<file path="src/shared/ecpr_pkg.sv">
// Constants for the ECP reverse-channel and EPP automatic port logic.
// Assumes a single 250 MHz clock; mode and control bits come from the port's register file.
package ecpr_pkg;

  // ----------------------------------------------------------------
  // Port modes
  // ----------------------------------------------------------------
  localparam logic [2:0] M_STD   = 3'h0;
  localparam logic [2:0] M_PS2   = 3'h1;
  localparam logic [2:0] M_PFIFO = 3'h2;
  localparam logic [2:0] M_ECP   = 3'h3;
  localparam logic [2:0] M_EPP   = 3'h4;
  localparam logic [2:0] M_TEST  = 3'h6;
  localparam logic [2:0] M_CFG   = 3'h7;

  // ----------------------------------------------------------------
  // Host FIFO port select
  // ----------------------------------------------------------------
  localparam logic [1:0] P_COMPAT = 2'h0;
  localparam logic [1:0] P_ADDR   = 2'h1;
  localparam logic [1:0] P_TEST   = 2'h2;

  // ----------------------------------------------------------------
  // FIFO and byte layout
  // ----------------------------------------------------------------
  localparam int         PD_W       = 8;
  localparam int         SYNC_W     = 11;
  localparam logic [4:0] FIFO_DEPTH = 5'h10;
  localparam logic [4:0] FIFO_THR   = 5'h08;
  localparam int         CMD_BIT    = 7;
  localparam logic [7:0] RL_ONE     = 8'h01;

endpackage

</file>
<file path="src/hw/ecpr_sync.sv">
// Three-stage input synchroniser with agreement filter for parallel port pins.
// Assumes all inputs are asynchronous to clk_i; output changes once stages two and three agree.
`timescale 1ns/1ps
module ecpr_sync
  import ecpr_pkg::*;
#(
  parameter int W = SYNC_W
) (
  // Clock and reset
  input  wire logic         clk_i,
  input  wire logic         srst_i,
  // Pins in, filtered levels out
  input  wire logic [W-1:0] pin_i,
  output logic      [W-1:0] lvl_o
);

  // ----------------------------------------------------------------
  // State
  // ----------------------------------------------------------------
  typedef struct packed {
    logic [W-1:0] s1;
    logic [W-1:0] s2;
    logic [W-1:0] s3;
    logic [W-1:0] lvl;
  } ecpr_sync_t;

  ecpr_sync_t q, d;

  always_comb begin
    d    = q;
    d.s1 = pin_i;
    d.s2 = q.s1;
    d.s3 = q.s2;
    for (int i = 0; i < W; i++) begin
      if (q.s2[i] == q.s3[i]) begin
        d.lvl[i] = q.s3[i];
      end
    end
  end

  always_ff @(posedge clk_i) begin
    if (srst_i) begin
      q <= '0;
    end else begin
      q <= d;
    end
  end

  assign lvl_o = q.lvl;

endmodule

</file>
<file path="src/hw/ecpr_port.sv">
// ECP backward reception with run-length expansion, EPP automatic cycles, FIFO test,
// configuration gate and interrupt event shaping for an IEEE 1284 port.
// Assumes register file, forward ECP engine and host decoding sit outside, on clk_i.
`timescale 1ns/1ps
module ecpr_port
  import ecpr_pkg::*;
(
  // Clock and reset
  input  wire logic         clk_i,
  input  wire logic         srst_i,
  // Control bits
  input  wire logic [2:0]   mode_i,
  input  wire logic         dir_i,
  input  wire logic         ack_irq_en_i,
  input  wire logic         err_int_dis_i,
  input  wire logic         dma_en_i,
  input  wire logic         svc_int_i,
  input  wire logic         clk_frozen_i,
  // Host FIFO access
  input  wire logic         host_rd_i,
  input  wire logic         host_wr_i,
  input  wire logic [1:0]   host_port_i,
  input  wire logic [7:0]   host_wdata_i,
  input  wire logic         dma_ack_i,
  input  wire logic         tc_i,
  // Forward engine
  input  wire logic         fwd_pop_i,
  input  wire logic         fwd_busy_i,
  // EPP host strobes
  input  wire logic         epp_rd_i,
  input  wire logic         epp_wr_i,
  input  wire logic         epp_addr_i,
  input  wire logic         epp_data_wr_i,
  input  wire logic [7:0]   epp_wdata_i,
  // Pins in
  input  wire logic [7:0]   pd_i,
  input  wire logic         ack_n_i,
  input  wire logic         busy_i,
  input  wire logic         err_n_i,
  // Pins out
  output logic [7:0]        pd_o,
  output logic              pd_oe_o,
  output logic              afd_o,
  output logic              slin_o,
  output logic              stb_o,
  output logic              ctl_oe_o,
  // Status
  output logic [7:0]        fifo_rdata_o,
  output logic              fifo_full_o,
  output logic              fifo_empty_o,
  output logic              dma_req_o,
  output logic              irq_o,
  output logic              epp_busy_o,
  output logic [7:0]        epp_rdata_o,
  output logic              cfg_en_o
);

  // ----------------------------------------------------------------
  // Types and state
  // ----------------------------------------------------------------
  typedef enum logic [2:0] {
    R_IDLE  = 3'b000,
    R_REQ   = 3'b001,
    R_ACKD  = 3'b010,
    R_LATCH = 3'b011,
    R_EXP   = 3'b100
  } ecpr_rd_t;

  typedef enum logic [1:0] {
    E_IDLE = 2'b00,
    E_STRB = 2'b01,
    E_END  = 2'b10
  } ecpr_epp_t;

  typedef struct packed {
    logic [15:0][7:0] mem;
    logic [3:0]       wp;
    logic [3:0]       rp;
    logic [4:0]       cnt;
    ecpr_rd_t         rs;
    ecpr_epp_t        es;
    logic [2:0]       mode;
    logic [7:0]       byte_v;
    logic             busy_v;
    logic             rl_pend;
    logic [6:0]       run_length_count;
    logic [7:0]       rep;
    logic             epp_fwd;
    logic             l2;
    logic             l3;
    logic             l4;
    logic             ack_p;
    logic [7:0]       pd;
    logic             pd_oe;
    logic             afd;
    logic             slin;
    logic             stb;
    logic             ctl_oe;
    logic [7:0]       rdata;
    logic             full;
    logic             empty;
    logic             dma_req;
    logic             irq;
    logic [7:0]       epp_rdata;
    logic             cfg_en;
    logic             epp_busy;
  } ecpr_state_t;

  ecpr_state_t q, d;

  function automatic logic dma_mode(input logic [2:0] m);
    return (m == M_PFIFO) || (m == M_ECP);
  endfunction

  // ----------------------------------------------------------------
  // Pin synchroniser
  // ----------------------------------------------------------------
  logic [SYNC_W-1:0] lvl;
  logic [7:0]        pd_s;
  logic              ack_s;
  logic              busy_s;
  logic              err_s;

  ecpr_sync #(.W(SYNC_W)) u_sync (
    .clk_i  (clk_i),
    .srst_i (srst_i),
    .pin_i  ({~err_n_i, busy_i, ~ack_n_i, pd_i}),
    .lvl_o  (lvl)
  );

  // Active-low pins pass inverted so the cleared stages read as idle, not as an edge
  assign pd_s   = lvl[7:0];
  assign ack_s  = ~lvl[8];
  assign busy_s = lvl[9];
  assign err_s  = ~lvl[10];

  // ----------------------------------------------------------------
  // Next state
  // ----------------------------------------------------------------
  logic       leave;
  logic       pop;
  logic       push;
  logic       epush;
  logic [7:0] wdat;
  logic [4:0] nc;
  logic [4:0] freeb;
  logic       lv2;
  logic       lv3;
  logic       lv4;

  always_comb begin
    d      = q;
    epush  = 1'b0;
    leave  = dma_mode(q.mode) && !dma_mode(mode_i);
    d.mode = mode_i;
    d.ack_p = ack_s;

    // Backward read engine
    case (q.rs)
      R_IDLE: begin
        // AFD stays low after a close: the peripheral may already be answering
        if (q.rl_pend && q.rep != 8'h00) begin
          d.rs = R_EXP;
        end else if (mode_i == M_ECP && dir_i && !q.full) begin
          d.afd = 1'b0;
          d.rs  = R_REQ;
        end
      end
      R_REQ: begin
        if (!ack_s) begin
          d.afd = 1'b1;
          d.rs  = R_ACKD;
        end
      end
      R_ACKD: begin
        if (ack_s) begin
          d.byte_v = pd_s;
          d.busy_v = busy_s;
          d.afd    = 1'b0;
          d.rs     = R_LATCH;
        end
      end
      R_LATCH: begin
        d.rs = R_IDLE;
        if (q.rl_pend) begin
          d.rep = {1'b0, q.run_length_count} + RL_ONE;
        end else if (q.busy_v) begin
          epush = 1'b1;
        end else if (!q.byte_v[CMD_BIT]) begin
          d.run_length_count     = q.byte_v[6:0];
          d.rl_pend = 1'b1;
        end
      end
      R_EXP: begin
        if (q.cnt != FIFO_DEPTH) begin
          epush = 1'b1;
          d.rep = q.rep - RL_ONE;
          if (q.rep == RL_ONE) begin
            d.rl_pend = 1'b0;
            d.rs      = R_IDLE;
          end
        end
      end
      default: d.rs = R_IDLE;
    endcase
    if (leave || mode_i == M_EPP) begin
      d.rs      = R_IDLE;
      d.rl_pend = 1'b0;
      d.rep     = 8'h00;
      d.afd     = 1'b1;
      epush     = 1'b0;
    end

    // FIFO access
    pop  = ((host_rd_i && host_port_i == P_TEST &&
            ((mode_i == M_ECP && dir_i) || mode_i == M_TEST)) ||
            (dma_ack_i && q.dma_req && dir_i) ||
            (fwd_pop_i && !dir_i && dma_mode(mode_i))) && q.cnt != 5'h00;
    push = (epush || (host_wr_i && ((mode_i == M_TEST && host_port_i == P_TEST) ||
            (dma_mode(mode_i) && !dir_i))) ||
            (dma_ack_i && q.dma_req && !dir_i)) && (q.cnt != FIFO_DEPTH || pop);
    wdat = epush ? q.byte_v : host_wdata_i;
    if (push) begin
      d.mem[q.wp] = wdat;
      d.wp        = q.wp + 4'h1;
    end
    if (pop) begin
      d.rdata = q.mem[q.rp];
      d.rp    = q.rp + 4'h1;
    end
    nc = q.cnt + {4'h0, push} - {4'h0, pop};
    if (mode_i == M_EPP) begin
      nc   = 5'h00;
      d.wp = 4'h0;
      d.rp = 4'h0;
    end
    d.cnt   = nc;
    d.full  = (nc == FIFO_DEPTH);
    d.empty = (nc == 5'h00) && !(dma_mode(mode_i) && !dir_i && fwd_busy_i);
    d.dma_req = dma_en_i && !svc_int_i && !leave &&
                ((mode_i == M_ECP && dir_i && nc != 5'h00) ||
                 (mode_i == M_TEST && (dir_i ? nc != 5'h00 : nc != FIFO_DEPTH)));

    // EPP automatic cycles
    case (q.es)
      E_IDLE: begin
        d.stb  = 1'b1;
        d.afd  = (mode_i == M_EPP) ? 1'b1 : d.afd;
        d.slin = 1'b1;
        if (mode_i == M_EPP && (epp_wr_i || epp_rd_i)) begin
          d.epp_fwd = epp_wr_i;
          d.stb     = !epp_wr_i;
          d.pd      = epp_wdata_i;
          d.afd     = epp_addr_i;
          d.slin    = !epp_addr_i;
          d.es      = E_STRB;
        end
      end
      E_STRB: begin
        d.afd = q.afd;
        if (epp_data_wr_i && q.epp_fwd) begin
          d.pd = epp_wdata_i;
        end
        if (busy_s) begin
          d.afd  = 1'b1;
          d.slin = 1'b1;
          d.es   = E_END;
        end
      end
      E_END: begin
        if (!busy_s) begin
          d.stb = 1'b1;
          d.es  = E_IDLE;
        end
      end
      default: d.es = E_IDLE;
    endcase
    if (mode_i != M_EPP) begin
      d.es = E_IDLE;
      d.stb = 1'b1;
      d.slin = 1'b1;
    end
    d.epp_rdata = pd_s;
    if (mode_i == M_TEST && !dir_i) begin
      d.pd = q.rdata;
    end
    case (mode_i)
      M_STD, M_PFIFO: d.pd_oe = 1'b1;
      M_EPP:          d.pd_oe = (d.es != E_IDLE) ? d.epp_fwd : !dir_i;
      default:        d.pd_oe = !dir_i;
    endcase
    d.ctl_oe = (mode_i != M_STD);
    d.cfg_en = (mode_i == M_CFG);
    d.epp_busy = (d.es != E_IDLE);

    // Interrupt events
    freeb = FIFO_DEPTH - q.cnt;
    lv2 = !svc_int_i && !dma_en_i && !dir_i && freeb >= FIFO_THR && !clk_frozen_i &&
          (dma_mode(mode_i) || mode_i == M_TEST);
    lv3 = !svc_int_i && !dma_en_i && dir_i && q.cnt >= FIFO_THR && !clk_frozen_i &&
          (mode_i == M_ECP || mode_i == M_TEST);
    lv4 = !err_int_dis_i && !err_s && !clk_frozen_i;
    d.l2 = lv2;
    d.l3 = lv3;
    d.l4 = lv4;
    d.irq = (lv2 && !q.l2) || (lv3 && !q.l3) || (lv4 && !q.l4) ||
            (!svc_int_i && dma_en_i && tc_i && dma_ack_i) ||
            (ack_irq_en_i && ack_s && !q.ack_p);
  end

  always_ff @(posedge clk_i) begin
    if (srst_i) begin
      q       <= '0;
      q.afd   <= 1'b1;
      q.slin  <= 1'b1;
      q.stb   <= 1'b1;
      q.empty <= 1'b1;
      q.ack_p <= 1'b1;
    end else begin
      q <= d;
    end
  end

  // ----------------------------------------------------------------
  // Outputs
  // ----------------------------------------------------------------
  assign pd_o         = q.pd;
  assign pd_oe_o      = q.pd_oe;
  assign afd_o        = q.afd;
  assign slin_o       = q.slin;
  assign stb_o        = q.stb;
  assign ctl_oe_o     = q.ctl_oe;
  assign fifo_rdata_o = q.rdata;
  assign fifo_full_o  = q.full;
  assign fifo_empty_o = q.empty;
  assign dma_req_o    = q.dma_req;
  assign irq_o        = q.irq;
  assign epp_busy_o   = q.epp_busy;
  assign epp_rdata_o  = q.epp_rdata;
  assign cfg_en_o     = q.cfg_en;

  // ----------------------------------------------------------------
  // Assertions
  // ----------------------------------------------------------------
  property p_data_push;
    @(posedge clk_i) disable iff (srst_i)
    (q.rs == R_LATCH && !q.rl_pend && q.busy_v && !pop && mode_i == M_ECP)
      |=> (q.cnt == $past(q.cnt) + 5'h01);
  endproperty
  a_data_push: assert property (p_data_push) else $error("data byte not pushed");

  property p_cmd_drop;
    @(posedge clk_i) disable iff (srst_i)
    (q.rs == R_LATCH && !q.rl_pend && !q.busy_v && q.byte_v[CMD_BIT] && !pop)
      |=> (q.cnt == $past(q.cnt)) && !q.rl_pend;
  endproperty
  a_cmd_drop: assert property (p_cmd_drop) else $error("command byte not dropped");

  property p_exp_end;
    @(posedge clk_i) disable iff (srst_i)
    (q.rs == R_EXP && q.rep == RL_ONE && q.cnt != FIFO_DEPTH && mode_i == M_ECP)
      |=> (q.rs == R_IDLE) && !q.rl_pend;
  endproperty
  a_exp_end: assert property (p_exp_end) else $error("expansion did not end");

  property p_no_pop_addr;
    @(posedge clk_i) disable iff (srst_i)
    (host_rd_i && host_port_i != P_TEST && !dma_ack_i && !fwd_pop_i && mode_i == M_ECP)
      |=> (q.cnt >= $past(q.cnt));
  endproperty
  a_no_pop_addr: assert property (p_no_pop_addr) else $error("non-test read popped");

  property p_afd_start;
    @(posedge clk_i) disable iff (srst_i)
    $rose(q.rs == R_REQ) |-> !afd_o ##1 (afd_o || q.rs == R_REQ || q.rs == R_IDLE);
  endproperty
  a_afd_start: assert property (p_afd_start) else $error("read cycle not begun low");

  property p_afd_ackd;
    @(posedge clk_i) disable iff (srst_i)
    (q.rs == R_REQ && !ack_s && mode_i == M_ECP) |=> afd_o && q.rs == R_ACKD;
  endproperty
  a_afd_ackd: assert property (p_afd_ackd) else $error("AFD not raised on ACK");

  property p_leave;
    @(posedge clk_i) disable iff (srst_i)
    (dma_mode(q.mode) && !dma_mode(mode_i)) |=> !dma_req_o && !q.rl_pend;
  endproperty
  a_leave: assert property (p_leave) else $error("mode exit kept DMA or expansion");

  property p_epp_fifo;
    @(posedge clk_i) disable iff (srst_i)
    (mode_i == M_EPP) |=> fifo_empty_o && q.cnt == 5'h00 && !dma_req_o;
  endproperty
  a_epp_fifo: assert property (p_epp_fifo) else $error("FIFO live in EPP mode");

  property p_cfg;
    @(posedge clk_i) disable iff (srst_i)
    ##1 (cfg_en_o == ($past(mode_i) == M_CFG));
  endproperty
  a_cfg: assert property (p_cfg) else $error("config gate wrong");

  property p_epp_dir;
    @(posedge clk_i) disable iff (srst_i)
    (q.es == E_IDLE && mode_i == M_EPP && (epp_wr_i || epp_rd_i))
      |=> (pd_oe_o == $past(epp_wr_i));
  endproperty
  a_epp_dir: assert property (p_epp_dir) else $error("EPP direction not from strobe");

  property p_epp_hold;
    @(posedge clk_i) disable iff (srst_i)
    (q.es == E_STRB && !busy_s && mode_i == M_EPP)
      |=> ({afd_o, slin_o} == $past({afd_o, slin_o}));
  endproperty
  a_epp_hold: assert property (p_epp_hold) else $error("EPP strobe released early");

endmodule

</file>
<file path="config.mk">
export PLATFORM = sky130hd
export DESIGN_NAME = ecpr_port
export DESIGN_NICKNAME = d
export VERILOG_FILES = /design/src/shared/ecpr_pkg.sv /design/src/hw/ecpr_sync.sv /design/src/hw/ecpr_port.sv
export SDC_FILE = /design/constraint.sdc
export NUM_CORES = 1
export LEC_CHECK = 0
export BUFFER_PORTS_ARGS = -buffer_cell sky130_fd_sc_hd__buf_2
export CAP_MARGIN = 20
export CORE_MARGIN = 5
export CORE_UTILIZATION = 46
export DETAILED_ROUTE_END_ITERATION = 6
export PLACE_DENSITY_LB_ADDON = 0.08
export SLEW_MARGIN = 20
export SYNTH_ARGS = -nofsm -noshare
export SYNTH_HDL_FRONTEND = slang
export SYNTH_SLANG_ARGS = --single-unit
</file>
<file path="constraint.sdc">
create_clock -name clk_i -period 4.4 [get_ports clk_i]
set_input_delay 0.22 -clock clk_i [delete_from_list [all_inputs] [get_ports clk_i]]
set_output_delay 0.22 -clock clk_i [all_outputs]
set_load 0.005 [all_outputs]
</file>
Word level (Yosys, flattened, before mapping)
Cells that the tools add are included.
{"block": "word_totals", "reg_bits": 258, "output_inout_bits": 35}
{"block": "op_classes", "n_addsub": 7, "order_cmp": 5, "n_eq_ne": 40, "muxes": 54, "bitwise": 6, "n_reduce_logical": 103}
{"cell": "$bwmux W128", "n": 1}
{"cell": "$mux W8", "n": 11}
{"cell": "$logic_and A1 B1 Y1", "n": 45}
{"cell": "$bmux W8 S4", "n": 1}
{"cell": "$demux W8 S4", "n": 1}
{"cell": "$pmux W8 S2", "n": 2}
{"cell": "$mux W3", "n": 7}
{"cell": "$eq A3 B2 Y1 const B", "n": 6}
{"cell": "$logic_or A1 B1 Y1", "n": 18}
{"cell": "$mux W1", "n": 17}
{"cell": "$logic_not A1 Y1", "n": 15}
{"cell": "$eq A3 B3 Y1 const B", "n": 4}
{"cell": "$ne A3 B3 Y1 const B", "n": 4}
{"cell": "$pmux W3 S4", "n": 1}
{"cell": "$eq A1 B1 Y1", "n": 11}
{"cell": "$ge A5 B4 Y1 const B", "n": 2}
{"cell": "$lt A4 B5 Y1 const B", "n": 2}
{"cell": "$mux W2", "n": 5}
{"cell": "$ne A2 B2 Y1 const B", "n": 5}
{"cell": "$ne A5 B5 Y1 const B", "n": 2}
{"cell": "$reduce_bool A5 Y1", "n": 2}
{"cell": "$reduce_and A3 Y1", "n": 3}
{"cell": "$add A4 B1 Y4 const B", "n": 2}
{"cell": "$add A7 B1 Y8 const B", "n": 1}
{"cell": "27 further kinds", "n": 47}

Logic depth before layout (Yosys ltp)
Gate-level depths: netlist (run 1).
{"block": "depth", "depth_word": 17, "depth_mapped": 18}

Modules after synthesis
A second synthesis (run 1) with hierarchy kept.
{"block": "unflattened", "hier_cells": 1152, "hier_area_um2": 11900.2}
{"module": "ecpr_port", "n_inst": 1, "cells_per_inst": 1027, "area_per_inst_um2": 10523.8, "seq_area_each_um2": 4264.1}
{"module": "ecpr_sync", "n_inst": 1, "cells_per_inst": 125, "area_per_inst_um2": 1376.3, "seq_area_each_um2": 880.8}

Worst setup path after synthesis (run 1)
Ideal clock, no wire load.
{"block": "synth_path", "kind": "reg2reg", "from": "register q[75] (netlist name)", "to": "register q (netlist bit dma_req_o)", "setup_time_ps": 63, "arrival_ps": 3716, "path_slack_ps": 622, "path_stages_with_launch": 19, "path_buffers": 1, "synth_period_minus_slack_ps": 3778, "cell_sequence": "dfxtp_1 inv_1 ha_1 nor3b_1 ha_1 a2111oi_0 nor2_1 clkbuf_1 inv_1 ha_1 inv_1 ha_1 inv_1 fa_1 o21bai_1 a21oi_1 xnor2_1 or4b_2 nand3_1"}
{"block": "synth_via", "elab_cells_between_ends": 20, "cone_classes": "add/sub (2); eq/ne (2); mux (5); reduce/logical (11)"}
{"item": "start, declared", "line": "ecpr_port.sv:109", "source": "ecpr_state_t q, d;"}
{"item": "$reduce_bool A5 Y1 (*)", "line": "ecpr_port.sv:218", "source": "(fwd_pop_i && !dir_i && dma_mode(mode_i))) && q.cnt != 5'h00;"}
{"item": "$logic_and A1 B1 Y1 (*)", "line": "ecpr_port.sv:218"}
{"item": "net pop", "line": "ecpr_port.sv:141", "source": "logic pop;"}
{"item": "$logic_or A1 B1 Y1", "line": "ecpr_port.sv:221", "source": "(dma_ack_i && q.dma_req && !dir_i)) && (q.cnt != FIFO_DEPTH || pop);"}
{"item": "$logic_and A1 B1 Y1", "line": "ecpr_port.sv:221"}
{"item": "$add A5 B1 Y5", "line": "ecpr_port.sv:231", "source": "nc = q.cnt + {4'h0, push} - {4'h0, pop};"}
{"item": "$sub A5 B1 Y5 (*)", "line": "ecpr_port.sv:231"}
{"item": "$mux W5 (*)", "line": "ecpr_port.sv:232", "source": "if (mode_i == M_EPP) begin"}
{"item": "$ne A5 B5 Y1 / $reduce_bool A5 Y1 (equally long branches)", "line": "ecpr_port.sv:242, ecpr_port.sv:241"}
{"item": "$mux W1", "line": "ecpr_port.sv:242", "source": "(mode_i == M_TEST && (dir_i ? nc != 5'h00 : nc != FIFO_DEPTH)));"}
{"item": "$logic_and A1 B1 Y1", "line": "ecpr_port.sv:242"}
{"item": "$logic_or A1 B1 Y1 (*)", "line": "ecpr_port.sv:241", "source": "((mode_i == M_ECP && dir_i && nc != 5'h00) ||"}
{"item": "$logic_and A1 B1 Y1 (*)", "line": "ecpr_port.sv:240", "source": "d.dma_req = dma_en_i && !svc_int_i && !leave &&"}
The timed path passes the listed nets; every way through them passes the cells marked *.
A chain may end at the register's enable or synchronous reset.

Final worst setup path (run 1)
{"block": "layout_path", "from": "register q[76] (netlist name)", "to": "register q (netlist bit dma_req_o)"}
{"block": "layout_via", "elab_chain_len": 15, "elab_cells_between_ends": 20, "cone_classes": "add/sub (2); eq/ne (2); mux (5); reduce/logical (11)"}
{"item": "$ne A5 B5 Y1", "line": "ecpr_port.sv:195, ecpr_port.sv:221"}
{"item": "$mux W1", "line": "ecpr_port.sv:195", "source": "if (q.cnt != FIFO_DEPTH) begin"}
{"item": "$pmux W1 S2", "line": "ecpr_port.sv:159", "source": "case (q.rs)"}
{"item": "$mux W1", "line": "ecpr_port.sv:206", "source": "if (leave || mode_i == M_EPP) begin"}
{"item": "$logic_or A1 B1 Y1", "line": "ecpr_port.sv:219", "source": "push = (epush || (host_wr_i && ((mode_i == M_TEST && host_port_i == P_TEST) ||"}
{"item": "$logic_or A1 B1 Y1", "line": "ecpr_port.sv:220", "source": "(dma_mode(mode_i) && !dir_i))) ||"}
{"item": "$logic_and A1 B1 Y1", "line": "ecpr_port.sv:221"}
{"item": "$add A5 B1 Y5", "line": "ecpr_port.sv:231"}
{"item": "$sub A5 B1 Y5 (*)", "line": "ecpr_port.sv:231"}
{"item": "$mux W5 (*)", "line": "ecpr_port.sv:232"}
{"item": "$ne A5 B5 Y1 / $reduce_bool A5 Y1 (equally long branches)", "line": "ecpr_port.sv:242, ecpr_port.sv:241"}
{"item": "$mux W1", "line": "ecpr_port.sv:242"}
{"item": "$logic_and A1 B1 Y1", "line": "ecpr_port.sv:242"}
{"item": "$logic_or A1 B1 Y1 (*)", "line": "ecpr_port.sv:241"}
{"item": "$logic_and A1 B1 Y1 (*)", "line": "ecpr_port.sv:240"}
Mark *: on every way between the ends. The rest lies on a longest branch, timed or not.

==> load_flow_metrics.sql, run 1 <==
INSERT INTO impl_metrics (metric_group, metric, value, unit) VALUES
('critical_path', 'crit_cells', '17', ''),
('timing', 'clock-skew-final', '0.00980', 'ns'),
('critical_path', 'worstPathRequired', '4.88', 'ns'),
('timing', 'totalNegativeSetupSlack', '0', 'ns'),
('timing', 'timing_hold_violations_final', '0', ''),
('global_routing', 'first_pass_grt_wire_length', '44200', 'µm'),
('status', 'outcome', 'completed', ''),
('placement', 'hpwlAfterDp', '17700', 'µm'),
('critical_path', 'critPathKind', 'flop to flop', ''),
('timing', 'max_slew_margin', '28.1', '%'),
('die', 'start_util', '46.7', '%'),
('logic_synthesis', 'async_flop_share', '0', '%'),
('hold_path', 'worst_hold_path_type', 'primary input to flop', ''),
('logic_synthesis', 'synth_area_leaders', 'dfxtp_1, mux2i_1, nand2b_1', ''),
('clocking', 'tritoncts.num_buffers', '28', ''),
('hold_path', 'min_delay_path_depth', '3', ''),
('final_layout', 'final_cells', '1551', ''),
('critical_path', 'crit_path_max_fanout', '10', ''),
('clocking', 'clock_net_sink_count', '257', ''),
('critical_path', 'crit-reg2reg-launch', 'q[76]', ''),
('logic_synthesis', 'synth_enable_flop_cells', '0', ''),
('logic_synthesis', 'post_synthesis_average_cell_area', '10.1', 'µm²'),
('power_and_ir_drop', 'power_density', '393', 'nW/µm²'),
('final_layout', 'diodes', '0', ''),
('timing', 'postLayoutSetupSlackWorst', '0.507', 'ns'),
('clocking', 'cts_buffer_depth', '3', ''),
('critical_path', 'timing.critical_path.arrival', '4.37', 'ns'),
('logic_synthesis', 'number_of_warnings_reported_in_the_yosys_synthesis_log', '0', ''),
('clocking', 'post_cts_resize_count', '0', ''),
('power_and_ir_drop', 'power_switching_share', '24.1', '%'),
('critical_path', 'critPathCaptureType', 'flop', ''),
('clocking', 'cts.repair_timing.setup_buffer_count', '0', ''),
('power_and_ir_drop', 'clock_power_share', '43.7', '%'),
('clocking', 'h-tree-depth', '1', ''),
('final_layout', 'multi_input_logic_area', '6040', 'µm²'),
('routing', 'drt-total-wl', '26800', 'µm'),
('timing', 'final_max_tran_viols', '0', ''),
('power_and_ir_drop', 'power.share.combinational', '10.1', '%'),
('routing', 'drc', '0', ''),
('power_and_ir_drop', 'worst_ir_drop_vdd', '0.290', 'mV'),
('clocking', 'cts_tree', 'yes', ''),
('routing', 'detail_route.first_pass.iterations', '5', ''),
('critical_path', 'worst-r2r-cell-count', '17', ''),
('die', 'die-width', '170', 'µm'),
('global_routing', 'grt_max_degree', '137', ''),
('logic_synthesis', 'synth_fp_nets', '1230', ''),
('placement', 'placedCellCount', '1486', ''),
('critical_path', 'worstPathCellList', 'inv_1, ha_1, nor3b_1, ha_1, o32a_2, o221ai_1, nand2_1, ha_1, inv_1, ha_1, inv_1, fa_1, o21bai_1, a21oi_1, xnor2_1, or4b_2, nand3_1', ''),
('final_layout', 'seqCellArea', '5150', 'µm²'),
('power_and_ir_drop', 'power_report.internal_total', '0.00396', 'W'),
('power_and_ir_drop', 'total_leakage_power', '4.59', 'nW'),
('power_and_ir_drop', 'net-switching-power', '0.00125', 'W'),
('placement', 'finalWeightedCongestion', '0.818', ''),
('die', 'floorplan.die_area', '28900', 'µm²'),
('placement', 'detailedPlace.worstSlack', '0.498', 'ns'),
('global_routing', 'antenna_violations_before_repair', '0', ''),
('logic_synthesis', 'area_share_of_the_largest_cell_type_after_synthesis', '43.8', '%'),
('flow_run', 'cap_viol_max_count', '0', ''),
('routing', 'routed_via_density', '5.29', ''),
('die', 'dieHeight', '170', 'µm'),
('global_routing', 'first_global_vias', '8152', ''),
('placement', 'placement.io_buffers', '84', ''),
('routing', 'wl_per_cell', '17.3', 'µm'),
('timing', 'setup-violations-final', '0', ''),
('critical_path', 'regToRegEndpoint', 'dma_req_o', ''),
('logic_synthesis', 'cell_type_with_the_largest_total_area_after_synthesis', 'dfxtp_1', ''),
('critical_path', 'setup.worst_path.start', 'q[76]', ''),
('global_routing', 'globalRouteOverflowTotal', '0', ''),
('final_layout', 'area_growth_syn_to_layout', '12.9', '%'),
('critical_path', 'critical_path_launch_point_type', 'flop', ''),
('die', 'core.rowCount', '58', '');
worst min path at each step:
stage / endpoint / slack (ns)
floorplan: u_sync.d[30] / 0.29
global placement: u_sync.d[30] / 0.37
detailed placement: u_sync.d[30] / 0.38
CTS: ctl_oe_o / 0.0008
global route: ctl_oe_o / 0.01
finish: q[36] / 0.02
cell usage in the layout, fill, tap and decap left out, drive strengths merged, types with 8 or more instances in the layout:
cell         netlist  routed
dfxtp            257     257
mux2i            144     144
nand2b           137     137
buf               43      98
nand2             61      61
o21ai             53      53
nor2              49      49
nor2b             47      47
clkbuf            59      44
a21oi             43      43
mux4              32      32
inv               26      26
nand3             20      20
ha                19      19
nor3              19      19
dlygate4sd3        0      15
nand3b            12      12
a21o              10      10
a211oi            10      10
nor4              10      10
a221oi             9       9
a22o               8       8
routing by layer:
layer	part of all wire (%)	global-route usage, %
met1	49	27.2
met2	44	29.2
met3	4.9	2.76
met4	2.0	4.76
met5	0	0
registers in the layout, summed over array words and instances, names as in the netlist, 8 cells and up:
signal,flops
epp_rdata_o,8
fifo_rdata_o,8
pd_o,8
q,178
u_sync.d,22
u_sync.lvl_o,11
u_sync.q,11
through the flow:
step | hold WS, ns | util, % | cell area (µm²)
global placement | 0.373 | 48.5 | 12200
finish | 0.0172 | 52.7 | 13300
CTS | 0.000848 | 52.7 | 13300
floorplan | 0.287 | - | 11800
global route | 0.0116 | 52.7 | 13300
detailed placement | 0.378 | 48.5 | 12200
layout make-up:
type | instances | share of cell area, %
Multi-Input combinational cell | 775 | 45.5
Sequential cell | 257 | 38.8
Clock buffer | 44 | 6.34
Timing Repair Buffer | 113 | 5.14
Tap cell | 330 | 3.11
Inverter | 26 | 0.735
Clock inverter | 6 | 0.443
synth_stat cells (all sizes together) (20+ instances only):
master  count
dfxtp     257
mux2i     144
nand2b    137
nand2      61
clkbuf     59
o21ai      53
nor2       49
nor2b      47
a21oi      43
buf        43
mux4       32
inv        26
nand3      20
power groups by stage:
stage	Clock, W	Sequential (W)	Combinational [W]
after CTS	0.00233	0.00241	0.000531
after detailed placement	0	0.00246	0.000517
after global routing	0.00244	0.00242	0.000587
after global placement	0	0.00246	0.000520
after floorplan	0	0.00245	0.000390
final	0.00228	0.00241	0.000526
cells by family after synthesis:
family,count (synthesis),share of synthesized area (%)
buf+inv,128,5.20
simple gates,393,19.9
xor+xnor,14,1.04
mux,176,18.4
flops,257,43.8
compound gates,172,9.49
fa+ha+maj,20,2.19
tightest hold or removal path: stages:
cell and delay (ns):
buf_2 0.08, nand2b_1 0.14, nor3_1 0.06
repair_timing:
action | in CTS | in global routing
endpoints found under the hold margin | 14 | 0
setup endpoints to repair | 0 | 0
hold buffers | 15 | 0
(Power assumes the default switching activity.)
==> run 2, diff against run 1 <==
MAX_ROUTING_LAYER = met4   (was unset)
==> load_flow_metrics.sql, run 2 (synthesis results as in run 1) <==
INSERT INTO impl_metrics (metric_group, metric, value, unit) VALUES
('status', 'outcome', 'completed', ''),
('critical_path', 'setup.worst_path.start', 'q[76]', ''),
('timing', 'rsz0062_at_grt', 'false', ''),
('global_routing', 'tot_gr_track_use', '19.2', '%'),
('timing', 'timing_hold_violations_final', '0', ''),
('die', 'dieHeight', '170', 'µm'),
('die', 'design.portCount', '85', ''),
('global_routing', 'grt_max_degree', '137', ''),
('critical_path', 'critical_path_launch_point_type', 'flop', ''),
('critical_path', 'worst-r2r-cell-count', '17', ''),
('routing', 'wl_per_cell', '17.3', 'µm'),
('timing', 'finalCriticalPeriod', '3.89', 'ns'),
('critical_path', 'crit_end', 'dma_req_o', ''),
('timing', 'tightest_slew', '1.08', 'ns'),
('routing', 'initialDrtViolationCount', '501', ''),
('routing', 'met1Wirelength', '13400', 'µm'),
('timing', 'clock.fmax', '0.257', 'GHz'),
('placement', 'finalWeightedCongestion', '0.830', ''),
('die', 'core.rowCount', '58', ''),
('final_layout', 'final.fill_count', '2226', ''),
('clocking', 'clock_net_sink_count', '257', ''),
('critical_path', 'worstPathRequired', '4.88', 'ns'),
('critical_path', 'critPathKind', 'flop to flop', ''),
('critical_path', 'timing.critical_path.arrival', '4.37', 'ns'),
('routing', 'highest-signal-layer', 'met4', ''),
('routing', 'drt.antenna.violating_nets', '0', ''),
('final_layout', 'postLayoutCellArea', '13300', 'µm²'),
('clocking', 'h-tree-depth', '1', ''),
('routing', 'routed_via_density', '5.27', ''),
('timing', 'final_max_tran_viols', '0', ''),
('clocking', 'cts_hold_buf', '15', ''),
('final_layout', 'area_growth_syn_to_layout', '12.9', '%'),
('final_layout', 'largest_register_ff_count', '178', ''),
('clocking', 'cts.repair_timing.setup_buffer_count', '0', ''),
('power_and_ir_drop', 'worst_ir_drop_vdd', '0.291', 'mV'),
('final_layout', 'final_common_cell', 'dfxtp_1', ''),
('timing', 'clock-skew-final', '0.0116', 'ns'),
('final_layout', 'layout_common_cells', 'dfxtp_1, mux2i_1, nand2b_1', ''),
('global_routing', 'antenna_violations_before_repair', '0', ''),
('clocking', 'cts.clk_slew.worst_paths', '0.06', 'ns'),
('final_layout', 'layout.nets', '1271', ''),
('placement', 'placement.io_buffers', '84', ''),
('routing', 'drt-total-wl', '26800', 'µm'),
('die', 'die-width', '170', 'µm'),
('routing', 'drc', '0', ''),
('placement', 'placedInstanceArea', '12200', 'µm²'),
('timing', 'setup-violations-final', '0', ''),
('critical_path', 'crit_path_max_fanout', '10', ''),
('power_and_ir_drop', 'power_density', '393', 'nW/µm²'),
('timing', 'timing.final.crit_share', '88.3', '%'),
('clocking', 'post_cts_resize_count', '0', ''),
('critical_path', 'rrSetupSlack', '0.51', 'ns'),
('final_layout', 'layout-drive-gt1-share', '16.6', '%'),
('clocking', 'clk_root_buffer_cell', 'clkbuf_16', ''),
('final_layout', 'register_containing_the_most_flip_flops_in_the_final_layout', 'q', ''),
('hold_path', 'worst_hold_path_type', 'primary input to flop', ''),
('routing', 'met2RoutedLength', '11700', 'µm'),
('timing', 'max_slew_margin', '27.9', '%'),
('global_routing', 'first_global_vias', '8158', ''),
('critical_path', 'critPathCaptureType', 'flop', ''),
('die', 'placeableCoreArea', '25200', 'µm²'),
('global_routing', 'globalRouteOverflowTotal', '0', ''),
('critical_path', 'crit-reg2reg-launch', 'q[76]', ''),
('global_routing', 'first_pass_grt_wire_length', '44200', 'µm'),
('critical_path', 'regToRegEndpoint', 'dma_req_o', ''),
('clocking', 'tritoncts.num_buffers', '28', ''),
('clocking', 'clk-insertion-delay-late', '0.54', 'ns'),
('final_layout', 'diodes', '0', ''),
('power_and_ir_drop', 'total_leakage_power', '4.59', 'nW'),
('clocking', 'cts_tree', 'yes', ''),
('die', 'floorplan.die_area', '28900', 'µm²'),
('placement', 'hpwlAfterDp', '17700', 'µm'),
('routing', 'detailroute.wirelength.met3', '1220', 'µm'),
('flow_run', 'cap_viol_max_count', '0', ''),
('power_and_ir_drop', 'finalPower', '0.00522', 'W'),
('die', 'start_util', '46.7', '%'),
('final_layout', 'final_util', '52.7', '%'),
('clocking', 'cts_buffer_depth', '3', ''),
('routing', 'route.vias.total', '8176', ''),
('timing', 'totalNegativeSetupSlack', '0', 'ns'),
('routing', 'detail_route.first_pass.iterations', '5', '');
## run 2: worst min path at each step
| stage | startpoint | end | slack (ns) | cells past startpoint |
|---|---|---|---|---|
| 2_1_floorplan | ack_n_i | u_sync.d[30] | 0.29 | 1 |
| 3_3_place_gp | ack_n_i | u_sync.d[30] | 0.37 | 2 |
| 3_5_place_dp | ack_n_i | u_sync.d[30] | 0.38 | 2 |
| 4_1_cts | mode_i[1] | ctl_oe_o | 0.0008 | 3 |
| 5_1_grt | mode_i[1] | ctl_oe_o | 0.01 | 3 |
| 6_report | err_int_dis_i | q[36] | 0.01 | 3 |
## run 2: worst max-delay path, stage by stage (launching register included)
cell      delay, ns
dfxtp_1        0.29
inv_1          0.13
ha_1           0.16
nor3b_1        0.31
ha_1           0.24
o32a_2         0.27
o221ai_1       0.23
nand2_1        0.14
ha_1           0.23
inv_1          0.06
ha_1           0.15
inv_1          0.06
fa_1           0.39
o21bai_1       0.15
a21oi_1        0.10
xnor2_1        0.17
or4b_2         0.63
nand3_1        0.10
## run 2: through the flow
| stage | hold slack (ns) | cells | worst slack, ns |
|---|---|---|---|
| 5_1_grt | 0.0117 | 1551 | 0.200 |
| 4_1_cts | 0.000848 | 1551 | 0.491 |
| 2_1_floorplan | 0.287 | 1160 | 0.622 |
| 3_5_place_dp | 0.378 | 1486 | 0.498 |
| 6_report | 0.0138 | 1551 | 0.514 |
| 3_3_place_gp | 0.373 | 1486 | 0.593 |
## run 2: power by group
group          internal [W]  switching [W]
clock network       0.00136       0.000916
logic              0.000221       0.000306
registers           0.00238      0.0000332
total               0.00396        0.00125
## run 2: cell type report
type / count / area, µm² / share of cell area (%)
Sequential cell: 257 / 5150 / 38.8
Clock inverter: 6 / 58.8 / 0.443
Inverter: 26 / 97.6 / 0.735
Timing Repair Buffer: 113 / 682 / 5.14
Multi-Input combinational cell: 775 / 6040 / 45.5
Clock buffer: 44 / 842 / 6.34
Tap cell: 330 / 413 / 3.11
## run 2: layer usage
metal,track usage [%],up-vias
met5,-,-
met4,4.76,0
met3,2.76,37
met2,29.3,146
met1,27.1,3859
li1,-,4134
